**config.mk**
```make
export PLATFORM = sky130hd
export DESIGN_NAME = mic_irq_collector
export DESIGN_NICKNAME = d
export VERILOG_FILES = /design/src/hdl/mic_pkg.sv /design/src/hdl/mic_status_bit.sv /design/src/hdl/mic_irq_collector.sv
export SDC_FILE = /design/constraint.sdc
export NUM_CORES = 1
export LEC_CHECK = 0
export ABC_CLOCK_PERIOD_IN_PS = 2900
export BUFFER_PORTS_ARGS = -buffer_cell sky130_fd_sc_hd__clkbuf_2
export CAP_MARGIN = 20
export CORE_MARGIN = 10
export CORE_UTILIZATION = 55
export DETAILED_ROUTE_END_ITERATION = 10
export PLACE_DENSITY = 0.82
export SLEW_MARGIN = 20
export SYNTH_ARGS = -nofsm -noshare
export SYNTH_HDL_FRONTEND = slang
export SYNTH_SLANG_ARGS = --single-unit
```
**constraint.sdc**
```tcl
create_clock -name core_clk -period 2.9 [get_ports core_clk]
set_clock_uncertainty 0.1 [all_clocks]
set_input_delay 0.58 -clock core_clk [delete_from_list [all_inputs] [get_ports core_clk]]
set_output_delay 0.58 -clock core_clk [all_outputs]
set_load 0.05 [all_outputs]
```
**src/hdl/mic_pkg.sv**
```systemverilog
// package: constants for the motion interrupt collector
// ----------------------------------------------------------------------
// ----------------------------------------------------------------------
package mic_pkg;
    localparam int MIC_DATA_W = 16;
    localparam int MIC_ADDR_W = 4;
    localparam int MIC_HALF_W = 8;
    // register addresses on the host bus (word mode and byte halves)
    localparam logic [3:0] MIC_ADDR_ENABLE = 4'h2;
    localparam logic [3:0] MIC_ADDR_ENABLE_HI = 4'h3;
    localparam logic [3:0] MIC_ADDR_STATUS = 4'h2;
    localparam logic [3:0] MIC_ADDR_STATUS_HI = 4'h3;
    localparam logic [15:0] MIC_ENABLE_RST = 16'h0000;
    localparam logic [15:0] MIC_STATUS_RST = 16'h0000;
    // status bit positions
    localparam int MIC_BIT_CMP0 = 0;
    localparam int MIC_BIT_DRIVE_BEGIN = 4;
    localparam int MIC_BIT_CRUISE_BEGIN = 5;
    localparam int MIC_BIT_CRUISE_END = 6;
    localparam int MIC_BIT_DRIVE_END = 7;
    localparam int MIC_BIT_HOME_END = 8;
    localparam int MIC_BIT_TIMER = 9;
    localparam int MIC_BIT_SPLIT = 10;
    localparam int MIC_BIT_SPLIT_DONE = 11;
    localparam int MIC_BIT_LINK0 = 12;
endpackage

```
**src/hdl/mic_status_bit.sv**
```systemverilog
// one latched interrupt status bit with read-end clear
`timescale 1ns/1ps
module mic_status_bit (
    input wire logic core_clk,
    input wire logic sys_rst,
    input wire logic source_event,
    input wire logic source_enable,
    input wire logic clear_now,
    output logic pending
);
    logic next_pending;
    // set wins over the clear so an event in the clear cycle survives
    assign next_pending = (source_event && source_enable) ? 1'b1 :
                          (clear_now ? 1'b0 : pending);

    always_ff @(posedge core_clk) begin
        if (sys_rst) begin
            pending <= 1'b0;
        end else begin
            pending <= next_pending;
        end
    end

    set_wins_a: assert property (@(posedge core_clk) disable iff (sys_rst)
        (source_event && source_enable) |=> pending)
        else $error("enabled event did not set status");
    masked_stays_a: assert property (@(posedge core_clk) disable iff (sys_rst)
        (!source_enable && !pending) |=> !pending)
        else $error("masked source set status");
    clear_drop_a: assert property (@(posedge core_clk) disable iff (sys_rst)
        (clear_now && !(source_event && source_enable)) |=> !pending)
        else $error("status survived its clear");
endmodule // mic_status_bit

```
**src/hdl/mic_irq_collector.sv**
```systemverilog
// interrupt collector: enable register, latched status, read-clear, open-drain output
`timescale 1ns/1ps
module mic_irq_collector (
    input wire logic core_clk,
    input wire logic sys_rst,
    input wire logic [3:0] compare_hit,
    input wire logic drive_begin_event,
    input wire logic cruise_begin_event,
    input wire logic cruise_end_event,
    input wire logic drive_end_event,
    input wire logic home_end_event,
    input wire logic timer_expire_event,
    input wire logic split_pulse_event,
    input wire logic split_train_done_event,
    input wire logic linked_action_0_event,
    input wire logic linked_action_1_event,
    input wire logic linked_action_2_event,
    input wire logic linked_action_3_event,
    input wire logic bus_byte_mode,
    input wire logic [3:0] host_addr,
    input wire logic host_chip_sel_n,
    input wire logic host_read_strobe_n,
    input wire logic host_write_strobe_n,
    input wire logic [15:0] host_wdata,
    output logic [15:0] host_rdata,
    output logic host_irq_out_n,
    output logic host_irq_oe
);
    // ------------------------------------------------------------------
    // event gathering
    // ------------------------------------------------------------------
    logic [15:0] source_vec;
    logic split_q;
    wire split_rise = split_pulse_event && !split_q;
    always_ff @(posedge core_clk) begin
        if (sys_rst) begin
            split_q <= 1'b0;
        end else begin
            split_q <= split_pulse_event;
        end
    end
    always_comb begin
        source_vec = mic_pkg::MIC_STATUS_RST;
        source_vec[mic_pkg::MIC_BIT_CMP0 +: 4] = compare_hit;
        source_vec[mic_pkg::MIC_BIT_DRIVE_BEGIN] = drive_begin_event;
        source_vec[mic_pkg::MIC_BIT_CRUISE_BEGIN] = cruise_begin_event;
        source_vec[mic_pkg::MIC_BIT_CRUISE_END] = cruise_end_event;
        source_vec[mic_pkg::MIC_BIT_DRIVE_END] = drive_end_event;
        source_vec[mic_pkg::MIC_BIT_HOME_END] = home_end_event;
        source_vec[mic_pkg::MIC_BIT_TIMER] = timer_expire_event;
        source_vec[mic_pkg::MIC_BIT_SPLIT] = split_rise;
        source_vec[mic_pkg::MIC_BIT_SPLIT_DONE] = split_train_done_event;
        source_vec[mic_pkg::MIC_BIT_LINK0 +: 4] = {linked_action_3_event,
            linked_action_2_event, linked_action_1_event, linked_action_0_event};
    end

    // ------------------------------------------------------------------
    // host bus decode
    // ------------------------------------------------------------------
    wire rd_act = !host_chip_sel_n && !host_read_strobe_n;
    wire wr_act = !host_chip_sel_n && !host_write_strobe_n;
    wire hit_lo = (host_addr == mic_pkg::MIC_ADDR_STATUS);
    wire hit_hi = bus_byte_mode && (host_addr == mic_pkg::MIC_ADDR_STATUS_HI);
    wire wr_lo = wr_act && (host_addr == mic_pkg::MIC_ADDR_ENABLE);
    wire wr_hi = wr_act && bus_byte_mode && (host_addr == mic_pkg::MIC_ADDR_ENABLE_HI);

    // ------------------------------------------------------------------
    // enable register, all masked at reset
    // ------------------------------------------------------------------
    logic [15:0] irq_source_enable;
    logic [15:0] next_enable;
    always_comb begin
        next_enable = irq_source_enable;
        if (wr_lo && !bus_byte_mode) begin
            next_enable = host_wdata;
        end else if (wr_lo) begin
            next_enable[mic_pkg::MIC_HALF_W-1:0] = host_wdata[mic_pkg::MIC_HALF_W-1:0];
        end else if (wr_hi) begin
            next_enable[15:mic_pkg::MIC_HALF_W] = host_wdata[mic_pkg::MIC_HALF_W-1:0];
        end
    end
    always_ff @(posedge core_clk) begin
        if (sys_rst) begin
            irq_source_enable <= mic_pkg::MIC_ENABLE_RST;
        end else begin
            irq_source_enable <= next_enable;
        end
    end

    // ------------------------------------------------------------------
    // read tracking: clear fires on the strobe's rising edge
    // ------------------------------------------------------------------
    // a stray decode during the low strobe arms the clear; host must hold address
    logic rd_lo_arm;
    logic rd_hi_arm;
    logic [15:0] irq_pending_status;
    always_ff @(posedge core_clk) begin
        if (sys_rst) begin
            rd_lo_arm <= 1'b0;
            rd_hi_arm <= 1'b0;
        end else begin
            rd_lo_arm <= rd_act && hit_lo;
            rd_hi_arm <= rd_act && hit_hi;
        end
    end
    wire end_lo = rd_lo_arm && !(rd_act && hit_lo);
    wire end_hi = rd_hi_arm && !(rd_act && hit_hi);
    // only bits that went out on the bus are cleared: an event caught in the last
    // strobe-low cycle missed the returned data and stays pending for the next read
    wire [15:0] reported_lo = bus_byte_mode ?
        {{mic_pkg::MIC_HALF_W{1'b0}}, host_rdata[mic_pkg::MIC_HALF_W-1:0]} : host_rdata;
    wire [15:0] reported_hi =
        {host_rdata[mic_pkg::MIC_HALF_W-1:0], {mic_pkg::MIC_HALF_W{1'b0}}};
    logic [15:0] clear_vec;
    assign clear_vec = bus_byte_mode ?
        (({16{end_hi}} & reported_hi) | ({16{end_lo}} & reported_lo)) :
        ({16{end_lo}} & reported_lo);

    genvar gi;
    generate
        for (gi = 0; gi < mic_pkg::MIC_DATA_W; gi++) begin : g_bit
            mic_status_bit u_bit (
                .core_clk(core_clk),
                .sys_rst(sys_rst),
                .source_event(source_vec[gi]),
                .source_enable(irq_source_enable[gi]),
                .clear_now(clear_vec[gi]),
                .pending(irq_pending_status[gi])
            );
        end
    endgenerate

    // ------------------------------------------------------------------
    // read data and interrupt pin
    // ------------------------------------------------------------------
    // byte mode returns the addressed half in the low byte with the upper byte zero
    wire [mic_pkg::MIC_HALF_W-1:0] status_lo = irq_pending_status[mic_pkg::MIC_HALF_W-1:0];
    wire [mic_pkg::MIC_HALF_W-1:0] status_hi =
        irq_pending_status[mic_pkg::MIC_DATA_W-1:mic_pkg::MIC_HALF_W];
    wire [mic_pkg::MIC_HALF_W-1:0] half_sel = hit_hi ? status_hi : status_lo;
    wire [15:0] rd_sel = bus_byte_mode ?
        {{mic_pkg::MIC_HALF_W{1'b0}}, half_sel} : irq_pending_status;
    always_ff @(posedge core_clk) begin
        if (sys_rst) begin
            host_rdata <= mic_pkg::MIC_STATUS_RST;
        end else if (rd_act && (hit_lo || hit_hi)) begin
            host_rdata <= rd_sel;
        end
    end
    // open-drain: output level is always low, enable drives it
    assign host_irq_out_n = 1'b0;
    assign host_irq_oe = |irq_pending_status;

    // ------------------------------------------------------------------
    // assertions
    // ------------------------------------------------------------------
    wire [15:0] gated_src = source_vec & irq_source_enable;
    wire [mic_pkg::MIC_HALF_W-1:0] enable_hi =
        irq_source_enable[mic_pkg::MIC_DATA_W-1:mic_pkg::MIC_HALF_W];

    irq_pin_a: assert property (@(posedge core_clk) disable iff (sys_rst)
        host_irq_oe == (irq_pending_status != 16'h0000))
        else $error("interrupt pin disagrees with status");
    pin_hold_a: assert property (@(posedge core_clk) disable iff (sys_rst)
        (host_irq_oe && !end_lo && !end_hi) |=> host_irq_oe)
        else $error("interrupt pin released without a status read");

    reset_mask_a: assert property (@(posedge core_clk)
        sys_rst |=> irq_source_enable == 16'h0000)
        else $error("enable not cleared by reset");
    enable_hold_a: assert property (@(posedge core_clk) disable iff (sys_rst)
        !wr_act |=> $stable(irq_source_enable))
        else $error("enable changed without a write");
    enable_write_a: assert property (@(posedge core_clk) disable iff (sys_rst)
        (wr_lo && !bus_byte_mode) |=> irq_source_enable == $past(host_wdata))
        else $error("word write did not load the enable register");
    hi_write_a: assert property (@(posedge core_clk) disable iff (sys_rst)
        wr_hi |=> enable_hi == $past(host_wdata[mic_pkg::MIC_HALF_W-1:0]))
        else $error("upper enable half not loaded");
    lo_keeps_hi_a: assert property (@(posedge core_clk) disable iff (sys_rst)
        (wr_lo && bus_byte_mode) |=> $stable(enable_hi))
        else $error("lower half write touched upper enable half");

    // clears land one edge after the read ends; a set in that edge wins
    half_clear_a: assert property (@(posedge core_clk) disable iff (sys_rst)
        (bus_byte_mode && end_lo && !end_hi) |=> $stable(status_hi)
        || $past(|(gated_src[mic_pkg::MIC_DATA_W-1:mic_pkg::MIC_HALF_W])))
        else $error("low half read touched upper half");
    upper_keep_a: assert property (@(posedge core_clk) disable iff (sys_rst)
        (bus_byte_mode && end_hi && !end_lo) |=> $stable(status_lo)
        || $past(|(gated_src[mic_pkg::MIC_HALF_W-1:0])))
        else $error("upper half read touched lower half");
    word_clear_a: assert property (@(posedge core_clk) disable iff (sys_rst)
        (!bus_byte_mode && end_lo && gated_src == 16'h0000)
        |=> (irq_pending_status & $past(host_rdata)) == 16'h0000)
        else $error("reported status not cleared after read");
    keep_unread_a: assert property (@(posedge core_clk) disable iff (sys_rst)
        (!bus_byte_mode && end_lo) |=>
        (~irq_pending_status & $past(irq_pending_status) & ~$past(host_rdata)) == 16'h0000)
        else $error("unreported status bit lost at read end");

    rdata_hold_a: assert property (@(posedge core_clk) disable iff (sys_rst)
        !(rd_act && (hit_lo || hit_hi)) |=> $stable(host_rdata))
        else $error("read data moved without a status read");
    upper_zero_a: assert property (@(posedge core_clk) disable iff (sys_rst)
        (bus_byte_mode && rd_act && (hit_lo || hit_hi))
        |=> host_rdata[mic_pkg::MIC_DATA_W-1:mic_pkg::MIC_HALF_W] == 8'h00)
        else $error("byte read left data in the upper byte");
    split_edge_a: assert property (@(posedge core_clk) disable iff (sys_rst)
        (split_pulse_event && split_q && !irq_pending_status[mic_pkg::MIC_BIT_SPLIT])
        |=> !irq_pending_status[mic_pkg::MIC_BIT_SPLIT])
        else $error("split level re-set status");

    // ------------------------------------------------------------------
    // coverage
    // ------------------------------------------------------------------
    cov_word_read_c: cover property (@(posedge core_clk) end_lo && !bus_byte_mode);
    cov_multi_c: cover property (@(posedge core_clk) $countones(irq_pending_status) > 1);
    cov_byte_c: cover property (@(posedge core_clk) bus_byte_mode && end_hi);
    cov_kept_c: cover property (@(posedge core_clk)
        end_lo && |(irq_pending_status & ~host_rdata));
    cov_release_c: cover property (@(posedge core_clk) $fell(host_irq_oe));
endmodule // mic_irq_collector

```
# After elaboration in Yosys (flattened, before gate mapping)

Index checks and enable logic that the tools add are counted.

Output and inout port bits: 18
Flip-flop bits (word level): 51
Input port bits: 42
Word-level logic and storage cells: 125

Mux-type cells: 40
Reduce and logical (&&, ||, !) cells: 57
Equal/unequal tests: 3
Bitwise gates (word level): 3

Operators by type and width:

| operator           | number |
|---|---|
| $mux 16            | 4 |
| $reduce_bool 2->1  | 18 |
| $and 16x16->16     | 2 |
| $mux 1             | 32 |
| $mux 8             | 4 |
| $logic_and 1x1->1  | 29 |
| $or 16x16->16      | 1 |
| $reduce_or 16->1   | 1 |
| $eq 4x2->1 const B | 2 |
| $logic_not 1->1    | 7 |
| $ne 2x1->1 const B | 1 |
| $reduce_and 2->1   | 1 |
| $logic_or 1x1->1   | 1 |

# Logic depth before layout (Yosys ltp)

Gate-level depths: netlist (run 1).

Depth in word-level cells: 10
Mapped depth: 5
Mapped depth without buffers: 3

# Modules after synthesis

A second synthesis (run 1) with hierarchy kept.

Cells, all modules: 274
Area total of the unflattened synthesis: 2,413.6 µm²

Modules (own cells, without submodules):

| module            | instances | seq. area each (µm²) | area each (µm²) | cells each |
|---|---|---|---|---|
| mic_irq_collector | 1         | 700.7                | 1,793.0         | 210 |
| mic_status_bit    | 16        | 20.0                 | 38.8            | 4 |

# Least setup slack after synthesis (run 1)

No wires, ideal clock.

Path type: input port to flip-flop
Start: input host_addr[0]
End: register irq_source_enable[13]
Required time: 2,667 ps
Path slack: 966 ps
Stages: 5
Buffers on the path: 2
Library setup time: 133 ps
Arrival: 1,701 ps
Cells stage by stage: or4b_1 -> clkbuf_1 -> clkbuf_1 -> nor3_1 -> a311oi_1

Cells in the longest elaborated chain, start to end: 5
Elaborated cells between the ends (all ways): 9
Those cells by class: 3 x eq/ne; 1 x mux; 5 x reduce/logical

Ends and longest elaborated chain:

| what                                                                    | RTL line                | text |
|---|---|---|
| start: declaration                                                      | mic_irq_collector.sv:20 | `input wire logic [3:0] host_addr,` |
| $eq 4x2->1                                                              | mic_irq_collector.sv:64 | `wire wr_lo = wr_act && (host_addr == mic_pkg::MIC_ADDR_ENABLE);` |
| $logic_and 1x1->1                                                       | mic_irq_collector.sv:64 |  |
| $logic_and 1x1->1                                                       | mic_irq_collector.sv:74 | `if (wr_lo && !bus_byte_mode) begin` |
| $ne 2x1->1 (no source line) / $reduce_bool 2->1 (equally long branches) | --                      |  |
| $reduce_and 2->1 (no source line)                                       | --                      |  |
| end signal: assignment                                                  | mic_irq_collector.sv:84 | `irq_source_enable <= mic_pkg::MIC_ENABLE_RST;` |
| end signal: assignment                                                  | mic_irq_collector.sv:86 | `irq_source_enable <= next_enable;` |
| end: declaration                                                        | mic_irq_collector.sv:70 | `logic [15:0] irq_source_enable;` |

Several ways; a longest one is shown, not always the timed one.
A chain may end at the register's enable or synchronous reset.

# Worst setup path in the final report (run 1)

Start: register g_bit[10].u_bit.pending
End: output host_irq_oe

Cells in the longest elaborated chain, start to end: 1

Ends and longest elaborated chain:

| what                     | RTL line                 | text |
|---|---|---|
| start: declaration       | mic_status_bit.sv:9      | `output logic pending` |
| start signal: assignment | mic_status_bit.sv:20     | `pending <= next_pending;` |
| $reduce_or 16->1         | mic_irq_collector.sv:152 | `assign host_irq_oe = \|irq_pending_status;` |
| end: declaration         | mic_irq_collector.sv:27  | `output logic host_irq_oe` |

No other way between the ends.

==> flow_metrics.tcl, run 1 <==
set metrics [dict create \
    slew_viol_final 0 \
    grt_max_degree 43 \
    synth_edf_count 0 \
    antenna_found_initial 0 \
    dpl.hpwl_um 5330 \
    drt-total-wl_um 7110 \
    synth_nets 338 \
    layout_common_cells "clkbuf_2, dfxtp_1, nand2_1" \
    synth.yosys.warnings 0 \
    core-area_sq_um 4320 \
    grt_usage_pct 19.0 \
    ys_async_sr_fraction_pct 0 \
    wl_met2_um 3310 \
    crit_fanout 4 \
    setup_ws_ps 832 \
    drt_first_iter_violations 258 \
    endpoint_kind "primary output" \
    max-vdd-ir-drop_v 0.000237 \
    n_antenna_cell 0 \
    hold_violations 0 \
    initial_core_util_pct 56.1 \
    dr.pass1.iters 5 \
    clkTransAtPathRegs_ps 100 \
    grt_pass1_wl_um 11800 \
    dieArea_sq_um 7470 \
    numPortBuffers 58 \
    final_common_cell "clkbuf_2" \
    powerDensity_nw_per_um2 455 \
    area_delta_synth_final_pct 16.2 \
    critical_path_arrival_ps 1390 \
    die_x_um 86.4 \
    worstReg2RegEnd "g_bit[6].u_bit.pending" \
    vias_per_cell 6.36 \
    syn_area_sq_um 2430 \
    drive_gt1_share_pct 23.1 \
    pre_cts_ws_ps 615 \
    synth_cells 296 \
    grt_pass1_vias 2377 \
    synth_cell_types 38 \
    min_period_ps 2070 \
    r2r_start "rd_lo_arm" \
    drtAntennaViolNets 0 \
    postCtsSetupRepairBufs 0 \
    clock_path_buffers 2 \
    synthFlopType "dfxtp_1" \
    tightest_slew_ps 662 \
    hp-start "irq_source_enable[7]" \
    ios 60 \
    holdPathStages 2 \
    cts_hold_repair.buffers 0 \
    wl_per_cell_um 18.0 \
    drc 0 \
    avgSynthCellArea_sq_um 8.20 \
    cts_root_buf "clkbuf_8" \
    cts_num_sinks 51 \
    rsz0062_at_grt "false" \
    r2r_slack_ps 1580 \
    critPathRequiredTime_ps 2220 \
    reg2regPathDepth 3 \
    numCtsBuffers 5 \
    grt_overflow 0 \
    wl_met3_um 604 \
    leakagePower_uw 0.000987 \
    maxSlewHeadroom_pct 55.7 \
    clock_latency_ps 310 \
    gp_congestion 0.892 \
    finalCritPeriodShare_pct 71.3 \
    dr.max_layer_used "met4" \
    ys_seq_elements 51 \
    worst_hold_path_type "reg2reg" \
    cts_tree "built" \
    via_count 2507 \
    timing.setup.tns_ps 0 \
    nNetsFinal 383 \
    placement_rows 24 \
    startpoint_type "flip-flop" \
    htreeDepth 2 \
    fp.dieH_um 86.4 \
    worstSetupPathType "reg2out" \
    finalNonFillerCells 394 \
    fmax_mhz 484 \
    ys_seq_area_share_pct 42.1 \
    outcome "finished clean" \
    setup_viol 0 \
    drv_cap 0 \
    ctsResizeCount 0 \
    min_to "irq_source_enable[7]" \
    placed_cells 386 \
    wl_met1_um 3100 \
]
[state kept, by name (all words and copies together) (netlist names)]
signal               flops
g_bit.u_bit.pending     16
host_rdata              16
irq_source_enable       16
rd_hi_arm                1
rd_lo_arm                1
split_q                  1
[per-layer routing]
metal	GRT usage, %	vias up
met3	5.63	11
li1	-	1203
met2	30.0	126
met4	5.45	0
met1	24.4	1167
met5	0	-
[synthesized netlist by cell type, types with 2 or more instances]
| cell | count | area [sq um] |
|---|---|---|
| nor4_1 | 4 | 25.0 |
| nor2b_1 | 2 | 12.5 |
| a31oi_1 | 11 | 68.8 |
| clkbuf_1 | 17 | 63.8 |
| a21oi_1 | 25 | 125 |
| a22o_1 | 7 | 61.3 |
| o21ai_1 | 5 | 25.0 |
| buf_1 | 3 | 11.3 |
| a211oi_1 | 9 | 67.6 |
| o21ai_0 | 24 | 120 |
| or3_1 | 3 | 18.8 |
| o22ai_1 | 8 | 50.1 |
| nand4_1 | 2 | 12.5 |
| o31ai_1 | 2 | 15.0 |
| nand3b_1 | 9 | 67.6 |
| dfxtp_1 | 51 | 1020 |
| nor2_1 | 5 | 18.8 |
| nand2b_1 | 9 | 56.3 |
| nor3_1 | 8 | 40.0 |
| nand3_1 | 26 | 130 |
| or2_2 | 2 | 12.5 |
| buf_2 | 6 | 30.0 |
| nand2_1 | 32 | 120 |
| a311oi_1 | 12 | 105 |
[metrics by stage]
stage	util, %	area (sq um)	power (uW)	hold WS, ps
detailed placement	63.0	2720	858	368
finish	65.2	2820	1280	383
global route	65.2	2820	1330	407
floorplan	-	2430	806	343
CTS	65.2	2820	1290	382
global placement	63.0	2720	857	367
[power breakdown]
part	internal, uW	switching (uW)	leakage [uW]
Clock	195	245	0.0000474
Sequential	706	6.29	0.000411
Combinational	46.1	86.3	0.000529
[worst max-delay path, cell delays in order, from the launching register on]
cell and delay (ps):
dfxtp_1 370, nor4_1 290, nand4_1 150, clkbuf_2 270
[cell type report]
| class | instances | area (sq um) |
|---|---|---|
| Clock buffer | 6 | 82.6 |
| Clock inverter | 2 | 16.3 |
| Fill cell | 394 | 1500 |
| Inverter | 1 | 3.75 |
| Multi-Input combinational cell | 217 | 1290 |
| Sequential cell | 51 | 1020 |
| Tap cell | 52 | 65.1 |
| Timing Repair Buffer | 65 | 343 |
[kinds of logic (layout without fill, tap and decap cells)]
group | Yosys count | after routing | synth area share (%)
flops | 51 | 51 | 42.1
other cells | 1 | 1 | 0.154
buf+inv | 28 | 74 | 4.79
simple gates | 110 | 110 | 25.4
compound gates | 105 | 105 | 27.3
xor+xnor | 1 | 1 | 0.361
[how the worst max path moves through the flow]
stage / slack [ps] / end / startpoint
4_1_cts: 840 / host_irq_oe / g_bit[13].u_bit.pending
2_1_floorplan: 970 / irq_source_enable[13] / host_addr[0]
5_1_grt: 750 / host_irq_oe / g_bit[2].u_bit.pending
6_report: 830 / host_irq_oe / g_bit[10].u_bit.pending
3_5_place_dp: 610 / g_bit[14].u_bit.pending / host_addr[3]
3_3_place_gp: 640 / g_bit[14].u_bit.pending / host_addr[3]
(Power assumes the default switching activity.)
==> inputs of run 2 (changes only) <==
- ABC_CLOCK_PERIOD_IN_PS: 2900 -> 1700
- CORE_UTILIZATION: 55 -> 48
- PLACE_DENSITY: 0.82 -> 0.76
- clock period: 2.9 -> 1.7 ns (I/O delays scaled with it)
==> run 2 against run 1 <==
The flow now finishes with violations (negative setup slack). Sequential share of layout area shrank 2.0 points. Register-to-register slack worse by 1000 ps. Sequential cell count unchanged. Cell count is 8.4% higher. Final area grew 6.9%.
==> flow_metrics.tcl, run 2 (synthesis gave the netlist of run 1 again) <==
set metrics [dict create \
    numPortBuffers 58 \
    cts_num_sinks 51 \
    crit_cells 3 \
    setup_ws_ps -27.9 \
    die_x_um 91.1 \
    cp.buffers_inverters 1 \
    fmax_mhz 579 \
    clock_power_share_pct 31.6 \
    r2r_slack_ps 570 \
    drt_first_iter_violations 262 \
    via_count 2564 \
    clock_path_buffers 2 \
    endpoint_kind "primary output" \
    cts_tree "built" \
    max-vdd-ir-drop_v 0.000346 \
    drv_cap 0 \
    ios 60 \
    placement_rows 25 \
    n_antenna_cell 0 \
    crit_family "simple AND/OR/NAND/NOR gates" \
    crit_end "host_irq_oe" \
    switchingPower_uw 563 \
    filler_cell_count 440 \
    critPathSlowestCell "dfxtp_1" \
    critical_path_arrival_ps 1290 \
    grt_pass1_vias 2530 \
    cts_hold_repair.buffers 0 \
    seq_power_share_pct 56.5 \
    reg.largest.list "g_bit.u_bit.pending (16), host_rdata (16), irq_source_enable (16)" \
    finalNonFillerCells 427 \
    area_delta_synth_final_pct 24.3 \
    nNetsFinal 401 \
    grt_usage_pct 17.8 \
    clkTransAtPathRegs_ps 90 \
    p_int_uw 1590 \
    power_frac_comb_pct 11.9 \
    worst_hold_path_type "in2reg" \
    violations "negative setup slack" \
    r2r_start "rd_lo_arm" \
    min_period_ps 1730 \
    critPathRequiredTime_ps 1260 \
    grt_max_degree 51 \
    power_switching_share_pct 26.2 \
    leakagePower_uw 0.00109 \
    hold_violations 0 \
    tightest_slew_ps 690 \
    powerDensity_nw_per_um2 713 \
    dieArea_sq_um 8300 \
    htreeDepth 2 \
    worstReg2RegEnd "g_bit[13].u_bit.pending" \
    finalCritPeriodShare_pct 102 \
    grt_pass1_wl_um 12400 \
    reg2regPathDepth 4 \
    grt_overflow 0 \
    rsz0062_at_grt "true" \
    numCtsBuffers 5 \
    drtAntennaViolNets 0 \
    crit_path_start "g_bit[8].u_bit.pending" \
    layout_common_cells "clkbuf_2, dfxtp_1, nand2_1" \
    worstSetupPathType "reg2out" \
    cts_root_buf "clkbuf_8" \
    fp.dieH_um 91.1 \
    startpoint_type "flip-flop" \
    holdWs_ps 157 \
    final_common_cell "clkbuf_2" \
    timing.setup.tns_ps -27.9 \
    clock_latency_ps 310 \
    dpl.hpwl_um 5680 \
    drt-total-wl_um 7480 \
    slew_viol_final 0 \
    wl_per_cell_um 17.5 \
    crit_fanout 4 \
    setup_viol 1 \
    drc 0 \
    core-area_sq_um 4820 \
    drive_gt1_share_pct 30.3 \
    placed_cells 417 \
    outcome "finished with violations" \
    vias_per_cell 6.00 \
    maxSlewHeadroom_pct 53.8 \
    antenna_found_initial 0 \
    dr.pass1.iters 5 \
    path_cells "nor4_2 > nand4_1 > clkbuf_8" \
    max_stage_delay_ps 370 \
    initial_core_util_pct 50.4 \
    final_util_pct 62.6 \
    gp_congestion 0.896 \
]
-- run 2: area by class of cell --
class,count,area [sq um],area share [%]
flip-flops and latches,51,1030,34.2
well taps,67,83.8,2.78
clock inverters,3,15.0,0.498
repair buffers,83,499,16.5
clock buffers,5,68.8,2.28
inverters,1,3.75,0.124
multi-input cells,217,1320,43.6
-- run 2: power by group through the flow --
stage	registers [uW]	logic, uW	clock network (uW)
after CTS	1210	253	686
after detailed placement	1240	248	0
after global routing	1220	281	736
after global placement	1240	244	0
final	1210	256	681
after floorplan	1250	125	0
-- run 2: per-layer routing --
layer,vias to the layer above,routed length [um],GRT usage [%],share of wire (%)
li1,1230,-,-,-
met1,1214,3340,21.9,45
met2,104,3490,28.5,47
met3,16,507,5.27,6.8
met4,0,138,7.18,1.8
met5,-,0,0,0
-- run 2: worst min path at each step --
stage / cells after the start / end / from / slack, ps
4_1_cts: 2 / split_q / split_pulse_event / 160
3_3_place_gp: 2 / g_bit[6].u_bit.pending / irq_source_enable[6] / 360
2_1_floorplan: 2 / g_bit[7].u_bit.pending / irq_source_enable[7] / 340
3_5_place_dp: 2 / g_bit[0].u_bit.pending / irq_source_enable[0] / 370
6_report: 2 / split_q / split_pulse_event / 160
5_1_grt: 3 / g_bit[4].u_bit.pending / drive_begin_event / 160
-- run 2: timing repair --
action                     CTS  global route
setup endpoints to repair    1             1
pin swaps                    4             1
gates resized for setup     14             0
buffers inserted             2             0
-- run 2: worst register-to-register path, delay by kind of cell, from the launching register on --
kind	cells	cell delay, ps
simple gates	1	80
buf+inv	1	180
flops	1	310
compound gates	2	370
-- run 2: stage by stage --
step | setup slack (ps) | area (sq um) | total power (uW)
5_1_grt | -99.5 | 3020 | 2230
4_1_cts | -15.3 | 3020 | 2150
3_5_place_dp | -177 | 2870 | 1490
2_1_floorplan | 5.88 | 2430 | 1370
6_report | -27.9 | 3020 | 2150
3_3_place_gp | -122 | 2870 | 1490
==> inputs of run 3 (changes only) <==
- MAX_ROUTING_LAYER: unset -> met4
==> run 3 against run 2 <==
The flow still finishes with violations (negative setup slack). Wire length is 0.29% higher. Non-clock buffer count stayed put. Total power is 0.14% higher. Critical path type unchanged. Largest cell class unchanged.
==> flow_metrics.tcl, run 3 (synthesis gave the netlist of run 1 again) <==
set metrics [dict create \
    outcome "finished with violations" \
    violations "negative setup slack" \
    drive_gt1_share_pct 30.3 \
    register_area_sq_um 1030 \
    grt_pass1_vias 2536 \
    power_frac_comb_pct 11.9 \
    area_delta_synth_final_pct 24.3 \
    holdWs_ps 157 \
    numPortBuffers 58 \
    drt-total-wl_um 7500 \
    powerDensity_nw_per_um2 714 \
    clock_path_buffers 2 \
    finalCritPeriodShare_pct 101 \
    drt_first_iter_violations 257 \
    critPathRequiredTime_ps 1260 \
    worst_hold_path_type "in2reg" \
    crit_fanout 3 \
    p_int_uw 1590 \
    htreeDepth 2 \
    worstSetupPathType "reg2out" \
    drc 0 \
    clkTransAtPathRegs_ps 90 \
    initial_core_util_pct 50.4 \
    placement_rows 25 \
    drtAntennaViolNets 0 \
    dpl.hpwl_um 5680 \
    grt_overflow 0 \
    max_stage_delay_ps 340 \
    endpoint_kind "primary output" \
    drv_cap 0 \
    reg.largest.list "g_bit.u_bit.pending (16), host_rdata (16), irq_source_enable (16)" \
    path_cells "nor4_2 > nand4_1 > clkbuf_8" \
    leakagePower_uw 0.00109 \
    slew_viol_final 0 \
    critPathSlowestCell "dfxtp_2" \
    max-vdd-ir-drop_v 0.000347 \
    clock_latency_ps 310 \
    clock_power_share_pct 31.7 \
    fmax_mhz 580 \
    min_period_ps 1730 \
    ios 60 \
    critical_path_arrival_ps 1290 \
    setup_viol 1 \
    core-area_sq_um 4820 \
    tightest_slew_ps 718 \
    antenna_found_initial 0 \
    dpl-instance-area_sq_um 2870 \
    final_area_sq_um 3020 \
    grt_pass1_wl_um 12400 \
    gp_congestion 0.912 \
    filler_cell_count 440 \
    hold_violations 0 \
    seq_power_share_pct 56.4 \
    dr.pass1.iters 5 \
    vias_per_cell 6.01 \
    final_common_cell "clkbuf_2" \
    hp-start "split_pulse_event" \
    fp.dieH_um 91.1 \
    cts_hold_repair.buffers 0 \
    holdPathStages 2 \
    numCtsBuffers 5 \
    total_power_uw 2150 \
    layout_common_cells "clkbuf_2, dfxtp_1, nand2_1" \
    startpoint_type "flip-flop" \
    cts_tree "built" \
    grt_max_degree 51 \
    reg2regPathDepth 4 \
    cts_num_sinks 51 \
    crit_path_start "g_bit[4].u_bit.pending" \
    rsz0062_at_grt "true" \
    grt_usage_pct 18.3 \
    wl_per_cell_um 17.6 \
    die_x_um 91.1 \
    cts_root_buf "clkbuf_8" \
    n_antenna_cell 0 \
    via_count 2566 \
    dieArea_sq_um 8300 \
    timing.setup.tns_ps -25.1 \
    nNetsFinal 401 \
    maxSlewHeadroom_pct 51.9 \
    r2r_start "rd_lo_arm" \
    setup_ws_ps -25.1 \
    switchingPower_uw 566 \
    multi_input_area_sq_um 1320 \
    power_switching_share_pct 26.3 \
]
run 3: cell counts in the layout (fill, tap and decap cells not counted):
No cell type changed its count.
run 3: final cells by class:
| type | count | share of cell area, % |
|---|---|---|
| tap | 67 | 2.78 |
| timing repair buffer | 83 | 16.5 |
| inverter | 1 | 0.124 |
| sequential | 51 | 34.2 |
| clock buffer | 5 | 2.28 |
| clock inverter | 3 | 0.498 |
| multi-input combinational | 217 | 43.6 |
run 3: power groups by stage:
stage / Clock (uW) / Sequential [uW] / Combinational (uW)
global route: 736 / 1220 / 280
global placement: 0 / 1240 / 244
CTS: 686 / 1210 / 253
detailed placement: 0 / 1240 / 248
finish: 684 / 1210 / 256
floorplan: 0 / 1250 / 125
run 3: critical path: cells and delay by family, from the launching register on:
kind                   cells  cell delay (ps)
buffers and inverters      1              210
and+or+nand+nor            2              420
DFF                        1              340
run 3: layer usage:
metal	wire length [um]	share of wire (%)	up-vias	global-route usage, %
met5	0	0	-	-
met4	136	1.8	0	7.18
met3	523	7.0	16	4.69
met2	3520	47	118	28.5
met1	3330	44	1203	22.1
li1	-	-	1229	-
run 3: timing repair:
action	4_1_cts	5_1_grt
endpoints found under the setup margin	1	1
gates resized for setup	14	0
gates cloned	0	0
pin swaps	4	1
setup buffers	2	0
endpoints found under the hold margin	0	0
run 3: per-stage QoR:
step                cells  util (%)  setup slack [ps]
global placement      417      59.7              -122
detailed placement    417      59.7              -177
global route          427      62.6             -99.4
floorplan             296         -              5.88
CTS                   427      62.6             -15.3
finish                427      62.6             -25.1
run 3: final timing paths:
kind              slack [ps]                       to
setup reg to reg         570  g_bit[13].u_bit.pending
hold reg to reg          380   g_bit[6].u_bit.pending
setup / recovery         -30              host_irq_oe
hold / removal           160                  split_q
